<file path="src/logic/load_defines.vh">
// Constants for the load output, streetlight timer and transmit pin block.
// Assumes battery and panel voltages arrive already scaled to a 12 V system, in millivolts.
`ifndef LOAD_DEFINES_VH
`define LOAD_DEFINES_VH

// ****************************************
// Clock and time base
// ****************************************
`define CLK_HZ            40000000
`define SEC_CYCLES        (`CLK_HZ)
`define SEC_PER_MIN       6'd59
`define LOAD_DELAY_MIN    2
`define LOAD_DELAY_SEC    (`LOAD_DELAY_MIN * 60)
`define PULSE_MS          250
`define PULSE_CYCLES      (`CLK_HZ / 1000 * `PULSE_MS)
`define PWM_HZ            160
`define PWM_CYCLES        (`CLK_HZ / `PWM_HZ)
`define RX_IDLE_US        2000
`define RX_HOLD_CYCLES    (`CLK_HZ / 1000000 * `RX_IDLE_US)

// ****************************************
// Load programs and thresholds (mV)
// ****************************************
`define PRG_OFF           3'h0
`define PRG_ADAPT         3'h1
`define PRG_FIX1          3'h2
`define PRG_FIX2          3'h3
`define PRG_ON            3'h4
`define PRG_USER1         3'h5
`define PRG_USER2         3'h6
`define PRG_TIMED         3'h7
`define FIX1_LO_MV        16'h2b5c
`define FIX1_HI_MV        16'h332c
`define FIX2_LO_MV        16'h2e18
`define FIX2_HI_MV        16'h36b0
`define ADAPT_LO_MV       16'h2c88
`define ADAPT_HI_MV       16'h339a

// ****************************************
// Streetlight timing and detection
// ****************************************
`define SUNSET_NONE       2'h0
`define SUNSET_HOURS      2'h1
`define SUNSET_MIDNIGHT   2'h2
`define SUNSET_TO_RISE    2'h3
`define ASSUMED_NIGHT_MIN 11'h2d0
`define ASSUMED_MID_MIN   11'h168
`define SYNC_DAYS         3'h5
`define NIGHT_MIN_MV      16'h2c88
`define DAY_MARGIN_MV     16'h01f4
`define DIM_FULL          7'h64

// ****************************************
// Transmit pin modes
// ****************************************
`define TX_SERIAL         3'h0
`define TX_PULSE          3'h1
`define TX_PWM            3'h2
`define TX_PWM_INV        3'h3
`define TX_VLOAD          3'h4

`endif

</file>
<file path="src/logic/dim_pwm.v">
// Fixed-frequency PWM with a duty given in whole percent.
// Assumes PERIOD is a multiple of 100 so each percent is an exact count.
`timescale 1ns/1ps
`default_nettype none

module dim_pwm #(
  parameter PERIOD = 250000
) (
  // Clock and reset
  input  wire       clk_sys_i,
  input  wire       resetn_i,
  // Duty in percent, 0 to 100
  input  wire [6:0] duty_i,
  // PWM output, high for the duty share
  output reg        pwm_o
);

  localparam STEP = PERIOD / 100;

  reg  [31:0] cnt_r;
  wire [31:0] thr = {25'd0, duty_i} * STEP;

  // Free-running period counter; output registered to avoid glitches
  always @(posedge clk_sys_i) begin
    if (!resetn_i) begin
      cnt_r <= 32'h0;
      pwm_o <= 1'b0;
    end else begin
      cnt_r <= (cnt_r == PERIOD - 1) ? 32'h0 : cnt_r + 32'h1;
      pwm_o <= (cnt_r < thr);
    end
  end

endmodule // dim_pwm

`default_nettype wire

</file>
<file path="src/logic/load_output_streetlight_tx.v">
// Load output switch, streetlight scheduler and multi-function transmit pin.
// Assumes voltages are normalised to a 12 V system, settings come from a retained store.
//
// Overview of operation
// - Eight load programs selected by program input
// - Fixed program one: off 11.10V, on 13.10V
// - Fixed program two: off 11.80V, on 14.00V
// - User program one: hysteresis between user thresholds
// - User program two: on only inside band
// - Timed program: thresholds, then on for duration
// - Sensing programs wait two minutes; on, off immediate
// - Low battery overrides streetlight, schedule resumes afterwards
// - Switch closed only when load on, dim nonzero
// - Assume 12h nights until five synced days
// - Sunset action: none, hours, midnight, or sunrise
// - Sunrise action: off, or on hours before sunrise
// - Timer program lives in non-volatile settings store
// - Midnight shifted by signed minutes, zero none
// - Day level 0.5V above night, 11.4V floor
// - Day/night changeover waits 0 to 60 minutes
// - Dim ramp 0 to 99 seconds per point
// - Transmit pin modes: serial, pulse, PWM, virtual load
// - Energy pulse drives pin low about 250ms
// - Dimming PWM at 160Hz, normal or inverted
// - Virtual load mode mirrors load decision
// - Incoming serial data restores normal communication temporarily
`include "load_defines.vh"
`timescale 1ns/1ps
`default_nettype none

module load_output_streetlight_tx #(
  parameter SEC_CYCLES     = `SEC_CYCLES,
  parameter PULSE_CYCLES   = `PULSE_CYCLES,
  parameter PWM_CYCLES     = `PWM_CYCLES,
  parameter RX_HOLD_CYCLES = `RX_HOLD_CYCLES
) (
  // Clock and reset
  input  wire        clk_sys_i,
  input  wire        resetn_i,
  // Measurements, millivolts
  input  wire [15:0] batt_mv_i,
  input  wire [15:0] panel_mv_i,
  // Load program settings
  input  wire [2:0]  program_i,
  input  wire [15:0] user_lo_mv_i,
  input  wire [15:0] user_hi_mv_i,
  input  wire [9:0]  timed_minutes_i,
  // Streetlight settings
  input  wire [1:0]  sunset_action_i,
  input  wire [3:0]  sunset_hours_i,
  input  wire [6:0]  dim_on_i,
  input  wire [6:0]  dim_end_i,
  input  wire        sunrise_pre_i,
  input  wire [3:0]  sunrise_hours_i,
  input  wire [6:0]  dim_rise_i,
  input  wire [10:0] mid_shift_i,
  input  wire [15:0] night_mv_i,
  input  wire [5:0]  daynight_delay_i,
  input  wire [6:0]  ramp_speed_i,
  // Transmit pin settings and sources
  input  wire [2:0]  tx_mode_i,
  input  wire        energy_tick_i,
  input  wire        serial_tx_i,
  input  wire        rx_pin_i,
  // Outputs
  output reg         load_switch_o,
  output wire        load_decision_o,
  output wire [6:0]  dim_level_o,
  output wire        is_night_o,
  output wire        synced_o,
  output reg         tx_o
);

  // ****************************************
  // Time base
  // ****************************************
  localparam [6:0] LOAD_DELAY = `LOAD_DELAY_SEC;

  reg  [31:0] sec_cnt_r;
  reg  [5:0]  sec_of_min_r;
  wire        sec_tick = (sec_cnt_r == SEC_CYCLES - 1);
  wire        min_tick = sec_tick && (sec_of_min_r == `SEC_PER_MIN);

  // Second and minute pulses shared by every slow timer
  always @(posedge clk_sys_i) begin
    if (!resetn_i) begin
      sec_cnt_r    <= 32'h0;
      sec_of_min_r <= 6'h0;
    end else begin
      sec_cnt_r <= sec_tick ? 32'h0 : sec_cnt_r + 32'h1;
      if (sec_tick) begin
        sec_of_min_r <= min_tick ? 6'h0 : sec_of_min_r + 6'h1;
      end
    end
  end

  // ****************************************
  // Load program decision
  // ****************************************
  reg        load_r;
  reg        want_on;
  reg        sensing;
  reg [15:0] thr_lo;
  reg [15:0] thr_hi;

  // Threshold pair and wanted state per program
  always @* begin
    thr_lo  = user_lo_mv_i;
    thr_hi  = user_hi_mv_i;
    sensing = 1'b1;
    want_on = load_r;
    if (program_i == `PRG_FIX1) begin
      thr_lo = `FIX1_LO_MV;
      thr_hi = `FIX1_HI_MV;
    end else if (program_i == `PRG_FIX2) begin
      thr_lo = `FIX2_LO_MV;
      thr_hi = `FIX2_HI_MV;
    end else if (program_i == `PRG_ADAPT) begin
      thr_lo = `ADAPT_LO_MV;
      thr_hi = `ADAPT_HI_MV;
    end
    case (program_i)
      `PRG_OFF: begin
        want_on = 1'b0;
        sensing = 1'b0;
      end
      `PRG_ON: begin
        want_on = 1'b1;
        sensing = 1'b0;
      end
      `PRG_USER2: begin
        want_on = (batt_mv_i >= thr_lo) && (batt_mv_i <= thr_hi);
      end
      default: begin
        // Hysteresis: state held between the two thresholds
        if (batt_mv_i < thr_lo) begin
          want_on = 1'b0;
        end else if (batt_mv_i > thr_hi) begin
          want_on = 1'b1;
        end
      end
    endcase
  end

  wire load_done;

  // Sensing programs must see the change persist, so inrush dips are ignored
  persist_timer #(
    .W (7)
  ) u_load_delay (
    .clk_sys_i (clk_sys_i),
    .resetn_i  (resetn_i),
    .cond_i    (want_on != load_r),
    .tick_i    (sec_tick),
    .limit_i   (sensing ? LOAD_DELAY : 7'h0),
    .done_o    (load_done)
  );

  reg        timed_run_r;
  reg [9:0]  timed_min_r;

  // Qualified load state, and the on-time window of the timed program
  always @(posedge clk_sys_i) begin
    if (!resetn_i) begin
      load_r      <= 1'b0;
      timed_run_r <= 1'b0;
      timed_min_r <= 10'h0;
    end else begin
      if (load_done) begin
        load_r <= want_on;
      end
      if (load_done && want_on) begin
        timed_run_r <= 1'b1;
        timed_min_r <= timed_minutes_i;
      end else if (!load_r || (timed_run_r && timed_min_r == 10'h0)) begin
        timed_run_r <= 1'b0;
      end else if (min_tick && timed_min_r != 10'h0) begin
        timed_min_r <= timed_min_r - 10'h1;
      end
    end
  end

  assign load_decision_o = (program_i == `PRG_TIMED) ? (load_r && timed_run_r) : load_r;

  // ****************************************
  // Day and night detection
  // ****************************************
  reg         night_r;
  wire [15:0] night_thr = ((night_mv_i == 16'h0) || (night_mv_i < `NIGHT_MIN_MV)) ?
                          `NIGHT_MIN_MV : night_mv_i;
  wire [15:0] day_thr   = night_thr + `DAY_MARGIN_MV;
  wire        dn_done;

  // One timer serves both directions; the pending edge depends on the state
  persist_timer #(
    .W (7)
  ) u_dn_delay (
    .clk_sys_i (clk_sys_i),
    .resetn_i  (resetn_i),
    .cond_i    (night_r ? (panel_mv_i > day_thr) : (panel_mv_i < night_thr)),
    .tick_i    (min_tick),
    .limit_i   ({1'b0, daynight_delay_i}),
    .done_o    (dn_done)
  );

  wire sunset  = dn_done && !night_r;
  wire sunrise = dn_done && night_r;

  // ****************************************
  // Solar clock learning
  // ****************************************
  reg [10:0] since_r;
  reg [10:0] night_len_r;
  reg [2:0]  days_r;
  wire       synced = (days_r == `SYNC_DAYS);

  // Night length learned at each sunrise; resetting restarts the learning
  always @(posedge clk_sys_i) begin
    if (!resetn_i) begin
      night_r     <= 1'b0;
      since_r     <= 11'h0;
      night_len_r <= `ASSUMED_NIGHT_MIN;
      days_r      <= 3'h0;
    end else begin
      if (dn_done) begin
        night_r <= !night_r;
      end
      if (sunset) begin
        since_r <= 11'h0;
      end else if (min_tick && since_r != 11'h7ff) begin
        since_r <= since_r + 11'h1;
      end
      if (sunrise) begin
        night_len_r <= since_r;
        if (!synced) begin
          days_r <= days_r + 3'h1;
        end
      end
    end
  end

  // ****************************************
  // Schedule target
  // ****************************************
  wire [10:0] night_len = synced ? night_len_r : `ASSUMED_NIGHT_MIN;
  wire [10:0] mid_base  = synced ? {1'b0, night_len_r[10:1]} : `ASSUMED_MID_MIN;
  wire [11:0] mid_sum   = {1'b0, mid_base} + {mid_shift_i[10], mid_shift_i};
  wire [10:0] midnight  = (mid_shift_i[10] && mid_sum[11]) ? 11'h0 : mid_sum[10:0];
  wire [10:0] set_span  = {7'h0, sunset_hours_i} * 11'd60;
  wire [10:0] rise_span = {7'h0, sunrise_hours_i} * 11'd60;
  wire [10:0] pre_start = (rise_span > night_len) ? 11'h0 : night_len - rise_span;

  reg [6:0] target;

  // Scheduled level during the night; daytime is always dark.
  // The settings come straight from the retained store; the learned night length and synced days restart on power loss.
  always @* begin
    target = 7'h0;
    if (night_r) begin
      case (sunset_action_i)
        `SUNSET_HOURS:    target = (since_r < set_span) ? dim_on_i : dim_end_i;
        `SUNSET_MIDNIGHT: target = (since_r < midnight) ? dim_on_i : dim_end_i;
        `SUNSET_TO_RISE:  target = dim_on_i;
        default:          target = 7'h0;
      endcase
      if (sunset_action_i != `SUNSET_TO_RISE && sunrise_pre_i && since_r >= pre_start) begin
        target = dim_rise_i;
      end
      if (target > `DIM_FULL) begin
        target = `DIM_FULL;
      end
    end
  end

  // ****************************************
  // Gradual dimming
  // ****************************************
  reg [6:0] dim_r;
  reg [6:0] ramp_cnt_r;

  // One percentage point per interval keeps the level an integer
  always @(posedge clk_sys_i) begin
    if (!resetn_i) begin
      dim_r      <= 7'h0;
      ramp_cnt_r <= 7'h0;
    end else if (ramp_speed_i == 7'h0 || dim_r == target) begin
      dim_r      <= target;
      ramp_cnt_r <= 7'h0;
    end else if (sec_tick) begin
      if (ramp_cnt_r + 7'h1 >= ramp_speed_i) begin
        ramp_cnt_r <= 7'h0;
        dim_r      <= (dim_r < target) ? dim_r + 7'h1 : dim_r - 7'h1;
      end else begin
        ramp_cnt_r <= ramp_cnt_r + 7'h1;
      end
    end
  end

  // Low battery opens the switch whatever the schedule asks; lights return with it
  always @(posedge clk_sys_i) begin
    if (!resetn_i) begin
      load_switch_o <= 1'b0;
    end else begin
      load_switch_o <= load_decision_o && (dim_r != 7'h0);
    end
  end

  // ****************************************
  // Transmit pin sources
  // ****************************************
  wire pwm;

  dim_pwm #(
    .PERIOD (PWM_CYCLES)
  ) u_pwm (
    .clk_sys_i (clk_sys_i),
    .resetn_i  (resetn_i),
    .duty_i    (dim_r),
    .pwm_o     (pwm)
  );

  reg [31:0] pulse_cnt_r;

  // Each energy quantum restarts a fixed low pulse
  always @(posedge clk_sys_i) begin
    if (!resetn_i) begin
      pulse_cnt_r <= 32'h0;
    end else if (energy_tick_i) begin
      pulse_cnt_r <= PULSE_CYCLES;
    end else if (pulse_cnt_r != 32'h0) begin
      pulse_cnt_r <= pulse_cnt_r - 32'h1;
    end
  end

  reg        rx_meta_r;
  reg        rx_sync_r;
  reg [31:0] rx_hold_r;

  // Receive pin synchronised; any low bit keeps normal serial for a hold time
  always @(posedge clk_sys_i) begin
    if (!resetn_i) begin
      rx_meta_r <= 1'b1;
      rx_sync_r <= 1'b1;
      rx_hold_r <= 32'h0;
    end else begin
      rx_meta_r <= rx_pin_i;
      rx_sync_r <= rx_meta_r;
      if (!rx_sync_r) begin
        rx_hold_r <= RX_HOLD_CYCLES;
      end else if (rx_hold_r != 32'h0) begin
        rx_hold_r <= rx_hold_r - 32'h1;
      end
    end
  end

  // Pin mux; an idle line reads high
  always @(posedge clk_sys_i) begin
    if (!resetn_i) begin
      tx_o <= 1'b1;
    end else if (rx_hold_r != 32'h0) begin
      tx_o <= serial_tx_i;
    end else begin
      case (tx_mode_i)
        `TX_PULSE:   tx_o <= (pulse_cnt_r == 32'h0);
        `TX_PWM:     tx_o <= pwm;
        `TX_PWM_INV: tx_o <= !pwm;
        `TX_VLOAD:   tx_o <= load_decision_o;
        default:     tx_o <= serial_tx_i;
      endcase
    end
  end

  assign dim_level_o = dim_r;
  assign is_night_o  = night_r;
  assign synced_o    = synced;

endmodule // load_output_streetlight_tx

`default_nettype wire

</file>
<file path="src/logic/persist_timer.v">
// Qualifies a condition: done only after it has held for a number of ticks.
// Assumes tick_i is a one-cycle pulse on clk_sys_i; a limit of zero qualifies at once.
`timescale 1ns/1ps
`default_nettype none

module persist_timer #(
  parameter W = 7
) (
  // Clock and reset
  input  wire         clk_sys_i,
  input  wire         resetn_i,
  // Condition and time base
  input  wire         cond_i,
  input  wire         tick_i,
  input  wire [W-1:0] limit_i,
  // Qualified result
  output wire         done_o
);

  reg [W-1:0] cnt_r;

  // Result is combinational so the owner can act in the same cycle
  assign done_o = cond_i && ((limit_i == {W{1'b0}}) || (cnt_r >= limit_i));

  // Any break in the condition restarts the wait
  always @(posedge clk_sys_i) begin
    if (!resetn_i || !cond_i || done_o) begin
      cnt_r <= {W{1'b0}};
    end else if (tick_i) begin
      cnt_r <= cnt_r + {{(W-1){1'b0}}, 1'b1};
    end
  end

endmodule // persist_timer

`default_nettype wire

</file>
<file path="config.mk">
export PLATFORM = sky130hd
export DESIGN_NAME = load_output_streetlight_tx
export DESIGN_NICKNAME = d
export VERILOG_FILES = /design/src/logic/dim_pwm.v /design/src/logic/load_output_streetlight_tx.v /design/src/logic/persist_timer.v
export VERILOG_INCLUDE_DIRS = /design/src /design/src/logic
export SDC_FILE = /design/constraint.sdc
export NUM_CORES = 1
export LEC_CHECK = 0
export BUFFER_PORTS_ARGS = -buffer_cell sky130_fd_sc_hd__buf_2
export CAP_MARGIN = 30
export CORE_UTILIZATION = 25
export DETAILED_ROUTE_END_ITERATION = 8
export MAX_ROUTING_LAYER = met4
export PLACE_DENSITY = 0.42
export SKIP_LAST_GASP = 1
export SYNTH_ARGS = -nofsm -noshare
export SYNTH_HDL_FRONTEND = slang
export SYNTH_SLANG_ARGS = --single-unit
</file>
<file path="constraint.sdc">
create_clock -name clk_sys_i -period 12.1 [get_ports clk_sys_i]
set_clock_uncertainty 0.2 [all_clocks]
set_input_delay 1.815 -clock clk_sys_i [delete_from_list [all_inputs] [get_ports clk_sys_i]]
set_output_delay 1.815 -clock clk_sys_i [all_outputs]
set_load 0.02 [all_outputs]
</file>
Yosys cells after proc, flatten, opt, wreduce, memory -nomap -nowiden

Index checks and enable logic that the tools add are counted.

Output and inout bits: 12
Flip-flop bits (word level): 205
Word-level logic and storage cells: 181
Input port bits: 157

Reduce and logical (&&, ||, !) cells: 56
Add/sub/neg operators: 16
Multiply operators: 3
Muxes and demuxes: 41
Equal/unequal tests: 23
Magnitude comparators: 17
Bitwise logic cells: 2

Operators with widths:

| cell                  | count |
|---|---|
| $mux 16               | 7 |
| $mux 7                | 12 |
| $add 32x1->32 const B | 2 |
| $reduce_bool 32->1    | 2 |
| $sub 32x1->32 const B | 2 |
| $mux 24               | 2 |
| $mux 10               | 4 |
| $mux 17               | 2 |
| $mux 11               | 3 |
| $eq 32x18->1 const B  | 1 |
| $eq 32x26->1 const B  | 1 |
| $gt 16x16->1          | 2 |
| $logic_not 32->1      | 1 |
| $lt 16x16->1          | 2 |
| $lt 32x19->1          | 1 |
| $add 7x1->7 const B   | 4 |
| $logic_not 7->1       | 3 |
| $pmux 7 s3            | 1 |
| $mul 7x10->17 const B | 1 |
| $add 16x9->16 const B | 1 |
| $ge 16x16->1          | 1 |
| $le 16x16->1          | 1 |
| $logic_not 16->1      | 1 |
| $lt 16x14->1 const B  | 1 |
| other kinds (42)      | 100 |

Logic depth before layout (Yosys ltp)

Gate-level depths: netlist of run 1.

Depth in word-level cells: 18
Depth in mapped cells: 45
Depth with buffers taken out: 44

Modules after synthesis

From an unflattened synthesis of run 1, not the netlist that was laid out.

Cell total of the unflattened synthesis: 1,956
Area total of the unflattened synthesis: 16,084.2 sq um

Modules (own cells, without submodules):

| module                     | times used | cells each | area each (sq um) | sequential area each (sq um) |
|---|---|---|---|---|
| load_output_streetlight_tx | 1          | 1,521      | 12,281.8          | 3,163.0 |
| dim_pwm                    | 1          | 323        | 2,844.0           | 660.6 |
| persist_timer              | 2          | 56         | 479.2             | 140.1 |

Worst setup path before layout of run 1

OpenSTA, ideal clock, no wires.

Path type: input-to-reg
From: input sunrise_hours_i[0]
To: register dim_r[6], in the netlist dim_level_o[6]
Data arrival time: 9.704 ns
Required time: 11.784 ns
Stages: 40
Path buffers: 1
Library setup time: 0.116 ns
Slack: 2.079 ns
Cell sequence: fa_1 fa_1 inv_1 fa_1 ha_1 a21o_1 a21o_1 a21o_1 a21o_1 a211o_1 clkbuf_1 nand2_1 ha_1 a211o_1 a21oi_1 o211a_1 o221ai_1 and3_4 (+4 left out) nand3b_1 ha_1 nor2b_1 o21a_1 o21ai_0 nand2b_1 a21oi_1 o21ai_0 fa_1 a21oi_1 nor2_1 nor2_1 o21bai_1 a21oi_1 xnor2_1 nand2_1 xnor2_1 o211a_1

Cells in the longest elaborated chain, start to end: 15
Elaborated cells between the ends (all ways): 21
Classes of those cells: add/sub: 1; mul: 1; order compare: 4; eq/ne: 1; mux: 9; reduce/logical: 5

Ends and longest elaborated chain:

| item                                                  | RTL line                         | text |
|---|---|---|
| from (decl)                                           | load_output_streetlight_tx.v:54  | `input wire [3:0] sunrise_hours_i,` |
| $mul 4x4->8 *                                         | load_output_streetlight_tx.v:250 | `wire [10:0] rise_span = {7'h0, sunrise_hours_i} * 11'd60;` |
| $sub 11x10->11 / $gt 10x11->1 (equally long branches) | load_output_streetlight_tx.v:251 | `wire [10:0] pre_start = (rise_span > night_len) ? 11'h0 : night_len - rise_span;` |
| $mux 11 *                                             | load_output_streetlight_tx.v:251 |  |
| $ge 11x11->1 *                                        | load_output_streetlight_tx.v:266 | `` if (sunset_action_i != `SUNSET_TO_RISE && sunrise_pre_i && since_r >= pre_start) begin `` |
| $logic_and 1x1->1 *                                   | load_output_streetlight_tx.v:266 |  |
| $mux 7 *                                              | load_output_streetlight_tx.v:266 |  |
| $mux 7 *                                              | load_output_streetlight_tx.v:259 | `if (night_r) begin` |
| $gt 7x7->1 (no line)                                  | -                                |  |
| $mux 7 *                                              | load_output_streetlight_tx.v:269 | `` if (target > `DIM_FULL) begin `` |
| $mux 7 *                                              | load_output_streetlight_tx.v:259 |  |
| $lt 7x7->1                                            | load_output_streetlight_tx.v:292 | `dim_r <= (dim_r < target) ? dim_r + 7'h1 : dim_r - 7'h1;` |
| $mux 7                                                | load_output_streetlight_tx.v:292 |  |
| $mux 7                                                | load_output_streetlight_tx.v:290 | `if (ramp_cnt_r + 7'h1 >= ramp_speed_i) begin` |
| $mux 7                                                | load_output_streetlight_tx.v:289 | `end else if (sec_tick) begin` |
| $mux 7                                                | load_output_streetlight_tx.v:286 | `end else if (ramp_speed_i == 7'h0 \|\| dim_r == target) begin` |
| to (signal assigned)                                  | load_output_streetlight_tx.v:287 | `dim_r <= target;` |
| to (signal assigned)                                  | load_output_streetlight_tx.v:292 |  |
| to (decl)                                             | load_output_streetlight_tx.v:278 | `reg [6:0] dim_r;` |

Every way passes the cells marked *; elsewhere a longest branch is shown, timed or not. The select of a mux whose other input is x is not followed.
A chain may end at the register's enable or synchronous reset.

Final worst setup path of run 1

Ends and elaborated chain as after synthesis.

==> results.yml, run 1 <==
run_status:
  run_status: "complete, no violations"
sta:
  total_negative_slack_for_setup_checks_ps: 0
  maxSlewViolCount: 0
  timing_worst_slew_pin_value_ps: 1005
  post-route-min-period_ps: 10550
  grt_setup_unrepaired: "no"
  timing.final.crit_share_pct: 87.16
  setup_viol: 0
  slew_headroom_pct: 32.28
  final_hold_viol_count: 0
  timing.final.ws_setup_ps: 1554
  achievable-frequency_ghz: 0.09482
floorplan:
  initial_utilization_pct: 25.39
  floorplan.io_pins: 169
  fp.dieW_um: 252.8
  chipHeight_um: 252.8
  die_area_um2: 63900
  core_box_area_um2: 61940
  num_rows: 91
clocking:
  postCtsSetupRepairBufs: 0
  clock_tree_from_tritoncts: "yes"
  cts_sinks: 205
  insertion_delay_ps: 540
  postCtsResizedCells: 0
  clock-root-buffer: "sky130_fd_sc_hd__clkbuf_16"
  cts-hold-fix-buffers: 0
  h-tree-depth: 1
  worst_setup_hold_path_clk_slew_ps: 60
  cts_inserted_buffers: 26
  max-clock-path-buffers: 3
worst_setup_path:
  cpMaxStageDelayCell: "sky130_fd_sc_hd__o21ai_0"
  worst_setup_path_start_kind: "primary input"
  endpoint_arrival_time_on_the_critical_path_ps: 10770
  critical_path_peak_fanout: 10
  cp_slowest_stage_delay_ps: 790
  r2r_slack_ps: 2910
  depth_of_the_worst_register_to_register_path: 41
  cp_top_family: "compound AO/OA/AOI/OAI gates"
  setup.worst_path.class: "in -> reg"
  reg2reg_from: "days_r[1]$_SDFFE_PN0P_"
  cp.depth: 39
  cp.buffers_inverters: 3
  end_kind: "flip-flop"
  worst-endpoint-required_ps: 12330
  reg_to_reg_critical_path_endpoint: "dim_level_o[6]$_SDFFE_PN0P_"
yosys:
  register_area_share_after_synthesis_pct: 26.10
  ys_seq_elements: 205
  asyncSetResetFlopFracSynth_pct: 0
  mappedNetlistArea_um2: 15720
  synth_edf_count: 0
  synthesis.instances: 1892
  synthesis.nets: 2298
  post_synth_num_cell_types: 82
  average_cell_area_after_synthesis_um2: 8.311
  postSynth.topFlopCell: "sky130_fd_sc_hd__dfxtp_1"
  yosys_warnings: 0
final_layout:
  filler_cell_count: 6668
  mostFrequentLayoutCells: "sky130_fd_sc_hd__ha_1 (228), sky130_fd_sc_hd__nor2_1 (208), sky130_fd_sc_hd__dfxtp_1 (205)"
  nNetsFinal: 2463
  stdcell_area_um2: 18400
  layout.cells.most_common: "sky130_fd_sc_hd__ha_1"
  final_layout_size_suffix_gt1_share_pct: 12.62
  layout.cells.non_filler: 2915
  area_growth_syn_to_layout_pct: 17.00
place:
  count_of_placed_standard_cells_including_taps: 2865
  io_buffers: 168
  weighted_congestion_reported_at_the_end_of_routability_driven_placement: 0.8442
  placement.cell_area_um2: 17530
  hpwlAfterDp_um: 32480
  pre_cts_slack_ps: 935.0
power_and_ir_drop:
  fin_total_pwr_mw: 2.424
  power.leakage_nw: 8.266
  powerDensity_nw_per_um2: 131.8
  peakVddDrop_v: 0.00008746
detailed_routing:
  antenna_violating_nets_post_route: 0
  detail_route.first_pass.iterations: 4
  routed_wirelength_um: 40810
  route.detailed.vias_per_inst: 4.571
  drt-wirelength-per-cell_um: 14.00
  detailed_route_drc_error_count: 0
  vias: 13330
  drt_first_iter_violations: 437
min_path:
  min_delay_path_depth: 1
  worstHoldEndpoint: "rx_sync_r$_SDFF_PN1_"
  worst_hold_path_type: "reg -> reg"
  hold_path_startpoint: "rx_meta_r$_SDFF_PN1_"
global_routing:
  first_global_vias: 13420
  grt_start_max_net_pins: 61
  antenna_violations_before_repair: 3
  global_route.usage.total_pct: 13.13
  grt_overflow: 0
  global_route_wire_length_before_repair_um: 67390
job:
  cap_viol_max_count: 0
==> power by group <==
group	switching [mW]	internal, mW
logic	0.486	0.376
clock network	0.310	0.454
registers	0.0630	0.735
total	0.859	1.57
==> layout make-up <==
type	instances	area, um^2	share of cell area (%)
Sequential cell	205	4104	22.31
Clock buffer	36	748.2	4.067
Timing Repair Buffer	178	925.9	5.033
Inverter	115	431.7	2.346
Tap cell	837	1047	5.692
Antenna cell	2	5.005	0.02720
Clock inverter	11	102.6	0.5577
Multi-Input combinational cell	1531	11030	59.97
==> registers in the layout, summed over array words and instances (netlist names), 3 cells and up <==
signal,count
days_r,3
pulse_cnt_r,32
since_r,11
u_dn_delay.cnt_r,7
sec_cnt_r,32
sec_of_min_r,6
u_load_delay.cnt_r,7
rx_hold_r,32
dim_level_o,7
ramp_cnt_r,7
night_len_r,11
timed_min_r,10
u_pwm.cnt_r,32
==> per-stage QoR <==
| stage | hold slack [ps] | utilization [%] |
|---|---|---|
| floorplan | 186.3 | - |
| finish | 209.5 | 29.70 |
| CTS | 212.0 | 29.67 |
| global route | 238.2 | 29.70 |
| detailed placement | 197.7 | 28.30 |
| global placement | 196.6 | 28.30 |
==> cells by family after synthesis <==
family,count (synthesis),synth area share (%)
AOI/OAI and AO/OA,351,14.28
xor gates and xnor gates,194,10.81
adders and majority gates,249,20.82
buffers and inverters,156,3.827
DFF,205,26.10
muxes,13,0.8435
and+or+nand+nor,724,23.33
==> Yosys cell counts (all sizes together), types with 4 or more instances <==
cell / number / area (um^2)
and2: 11 / 68.82
a2111oi: 4 / 47.55
o21a: 26 / 195.2
ha: 228 / 2853
a21boi: 11 / 82.58
fa: 21 / 420.4
xor2: 114 / 998.5
nand2b: 27 / 168.9
o32ai: 4 / 35.03
a31oi: 4 / 25.02
dfxtp: 205 / 4104
nand4b: 6 / 58.80
mux2i: 11 / 110.1
and3: 34 / 234.0
nor2b: 20 / 132.6
or4: 13 / 108.9
o211ai: 5 / 37.54
nand2: 182 / 683.2
or3: 26 / 162.7
o211a: 4 / 40.04
buf: 9 / 50.04
a21o: 48 / 360.4
and4: 4 / 35.03
nor3b: 8 / 65.06
nor2: 209 / 787.0
xnor2: 80 / 700.7
a211oi: 5 / 37.54
o21ai: 90 / 450.4
nor3: 35 / 185.2
inv: 115 / 431.7
a211o: 4 / 35.03
a21oi: 99 / 499.2
o41ai: 5 / 43.79
nand4: 38 / 252.7
clkbuf: 32 / 120.1
or2: 8 / 50.05
o2111ai: 5 / 50.04
a22oi: 5 / 37.54
o21bai: 9 / 67.56
nand3b: 6 / 45.04
nand3: 63 / 337.8
nor4: 24 / 198.9
==> how the worst max path moves through the flow <==
stage	start	end	slack, ps
floorplan	sunrise_hours_i[0]	dim_level_o[6]$_SDFFE_PN0P_	2080
global placement	sunrise_hours_i[0]	dim_level_o[6]$_SDFFE_PN0P_	1190
detailed placement	sunrise_hours_i[0]	dim_level_o[6]$_SDFFE_PN0P_	940
CTS	sunrise_hours_i[0]	dim_level_o[6]$_SDFFE_PN0P_	1500
global route	sunrise_hours_i[0]	dim_level_o[6]$_SDFFE_PN0P_	830
finish	sunrise_hours_i[0]	dim_level_o[6]$_SDFFE_PN0P_	1550
==> layer usage <==
metal  wire [um]  GRT usage (%)  vias to the layer above
met5           0              -                        -
met4         695          2.719                        0
met3        1272          1.891                       48
met2       19000          21.80                      158
met1       19840          16.85                     6140
li1            -              -                     6979
Power figures use the tool's default switching activity.
==> inputs of run 2 (changes only) <==
--- a/config.mk
+++ b/config.mk
@@ -8,10 +8,12 @@
 export LEC_CHECK = 0
 export BUFFER_PORTS_ARGS = -buffer_cell sky130_fd_sc_hd__buf_2
 export CAP_MARGIN = 30
+export CELL_PAD_IN_SITES_DETAIL_PLACEMENT = 0
+export CELL_PAD_IN_SITES_GLOBAL_PLACEMENT = 1
 export CORE_UTILIZATION = 25
 export DETAILED_ROUTE_END_ITERATION = 8
 export MAX_ROUTING_LAYER = met4
-export PLACE_DENSITY = 0.42
+export PLACE_DENSITY = 0.51
 export SKIP_LAST_GASP = 1
 export SYNTH_ARGS = -nofsm -noshare
 export SYNTH_HDL_FRONTEND = slang
==> results.yml, run 2 (synthesized netlist as in run 1, its figures left out) <==
final_layout:
  final_layout_size_suffix_gt1_share_pct: 12.61
  stdcell_area_um2: 18480
  layout.cells.most_common: "sky130_fd_sc_hd__ha_1"
  multi_input_combinational_cell_area_um2: 11040
  nNetsFinal: 2465
  area_growth_syn_to_layout_pct: 17.51
  mostFrequentLayoutCells: "sky130_fd_sc_hd__ha_1 (228), sky130_fd_sc_hd__nor2_1 (208), sky130_fd_sc_hd__dfxtp_1 (205)"
  filler_cell_count: 6763
  ff_latch_area_um2: 4104
clocking:
  clock_tree_from_tritoncts: "yes"
  postCtsSetupRepairBufs: 0
  postCtsResizedCells: 0
  max-clock-path-buffers: 3
  worst_setup_hold_path_clk_slew_ps: 60
  clock-root-buffer: "sky130_fd_sc_hd__clkbuf_16"
  insertion_delay_ps: 560
  h-tree-depth: 1
  cts_sinks: 205
  cts_inserted_buffers: 27
  cts-hold-fix-buffers: 0
power_and_ir_drop:
  cell_internal_pwr_mw: 1.610
  peakVddDrop_v: 0.00009807
  power.share.sequential_pct: 32.2
  power.leakage_nw: 8.316
  clock_power_share_pct: 32.8
  powerDensity_nw_per_um2: 134.4
  net_switching_component_of_the_power_mw: 0.8730
  netSwitchingFraction_pct: 35.16
  power_frac_comb_pct: 35.0
place:
  io_buffers: 168
  hpwlAfterDp_um: 33740
  placement.cell_area_um2: 17570
  weighted_congestion_reported_at_the_end_of_routability_driven_placement: 0.7876
detailed_routing:
  drt_first_iter_violations: 565
  detailed_route_drc_error_count: 0
  detail_route.first_pass.iterations: 4
  drt-wirelength-per-cell_um: 14.54
  route.detailed.vias_per_inst: 4.578
  routed_wirelength_um: 42410
  antenna_violating_nets_post_route: 0
  vias: 13350
worst_setup_path:
  cp_slowest_stage_delay_ps: 530
  end_kind: "flip-flop"
  critical_path_peak_fanout: 10
  setup.worst_path.class: "in -> reg"
  worst-endpoint-required_ps: 12340
  worst_path_most_repeated_cell: "sky130_fd_sc_hd__a21o_1"
  cpMaxStageDelayCell: "sky130_fd_sc_hd__fa_1"
  worst_setup_path_start_kind: "primary input"
  endpoint_arrival_time_on_the_critical_path_ps: 10410
sta:
  grt_setup_unrepaired: "no"
  maxSlewViolCount: 0
  timing.final.crit_share_pct: 84.07
  timing_worst_slew_pin_value_ps: 913.2
  total_negative_slack_for_setup_checks_ps: 0
  post-route-min-period_ps: 10170
  final_hold_viol_count: 0
  setup_viol: 0
  slew_headroom_pct: 38.97
  achievable-frequency_ghz: 0.09830
floorplan:
  core_box_area_um2: 61940
  floorplan.io_pins: 169
  initial_utilization_pct: 25.39
  fp.dieW_um: 252.8
  die_area_um2: 63900
  chipHeight_um: 252.8
  num_rows: 91
global_routing:
  antenna_violations_before_repair: 2
  grt_overflow: 0
  grt_start_max_net_pins: 61
  global_route_wire_length_before_repair_um: 69480
  global_route.usage.total_pct: 13.64
  first_global_vias: 13560
run_status:
  run_status: "complete, no violations"
min_path:
  worst_hold_path_type: "reg -> reg"
job:
  cap_viol_max_count: 0
-- run 2: changes by cell type in the layout (fill, tap and decap cells not counted), sizes merged --
cell	change
inv	+1
clkinvlp	-1
clkinv	-1
bufinv	+2
clkbuf	+1
diode	-1
-- run 2: routing by layer --
layer	wire (um)	up-vias	GRT usage, %	part of all wire [%]
li1	-	6968	-	-
met1	21110	6192	17.75	50
met2	19550	140	22.76	46
met3	1045	48	1.604	2.5
met4	701	0	2.476	1.7
met5	0	-	-	0
-- run 2: final cells by class --
cell class | count | share of cell area, %
antenna | 1 | 0.01354
clock buffer | 36 | 4.002
clock inverter | 12 | 0.8803
inverter | 115 | 2.336
multi-input combinational | 1531 | 59.77
sequential | 205 | 22.21
tap | 837 | 5.668
timing repair buffer | 179 | 5.119
-- run 2: worst max-delay path, delay by kind of cell --
family                   cells  cell delay [ps]
buffers and inverters        3              380
XOR/XNOR                     2              280
AO/OA/AOI/OAI               21             4230
adder cells (fa/ha/maj)      7             2750
AND/OR/NAND/NOR              8              950
-- run 2: stage by stage --
stage	setup WS, ps	power, mW	hold WS, ps	utilization (%)	instances
2_1_floorplan	2079	1.458	186.3	-	1892
3_5_place_dp	961.5	1.686	202.5	28.36	2866
4_1_cts	1534	2.529	220.5	29.82	2914
5_1_grt	1199	2.688	249.8	29.83	2916
6_report	1927	2.483	212.6	29.83	2916
3_3_place_gp	1192	1.680	198.7	28.31	2865
-- run 2: final timing paths --
kind / from / end / slack, ps / depth (start not counted)
max: sunrise_hours_i[0] / dim_level_o[6]$_SDFFE_PN0P_ / 1930 / 41
min reg2reg: rx_meta_r$_SDFF_PN1_ / rx_sync_r$_SDFF_PN1_ / 210 / 1
max reg2reg: days_r[1]$_SDFFE_PN0P_ / dim_level_o[6]$_SDFFE_PN0P_ / 3220 / 43
min: rx_meta_r$_SDFF_PN1_ / rx_sync_r$_SDFF_PN1_ / 210 / 1
-- run 2: power groups by stage --
stage / logic [mW] / registers (mW) / clock network, mW
CTS: 0.881 / 0.800 / 0.849
global placement: 0.867 / 0.813 / 0
finish: 0.869 / 0.799 / 0.816
floorplan: 0.657 / 0.801 / 0
detailed placement: 0.873 / 0.813 / 0
global route: 1.00 / 0.809 / 0.875
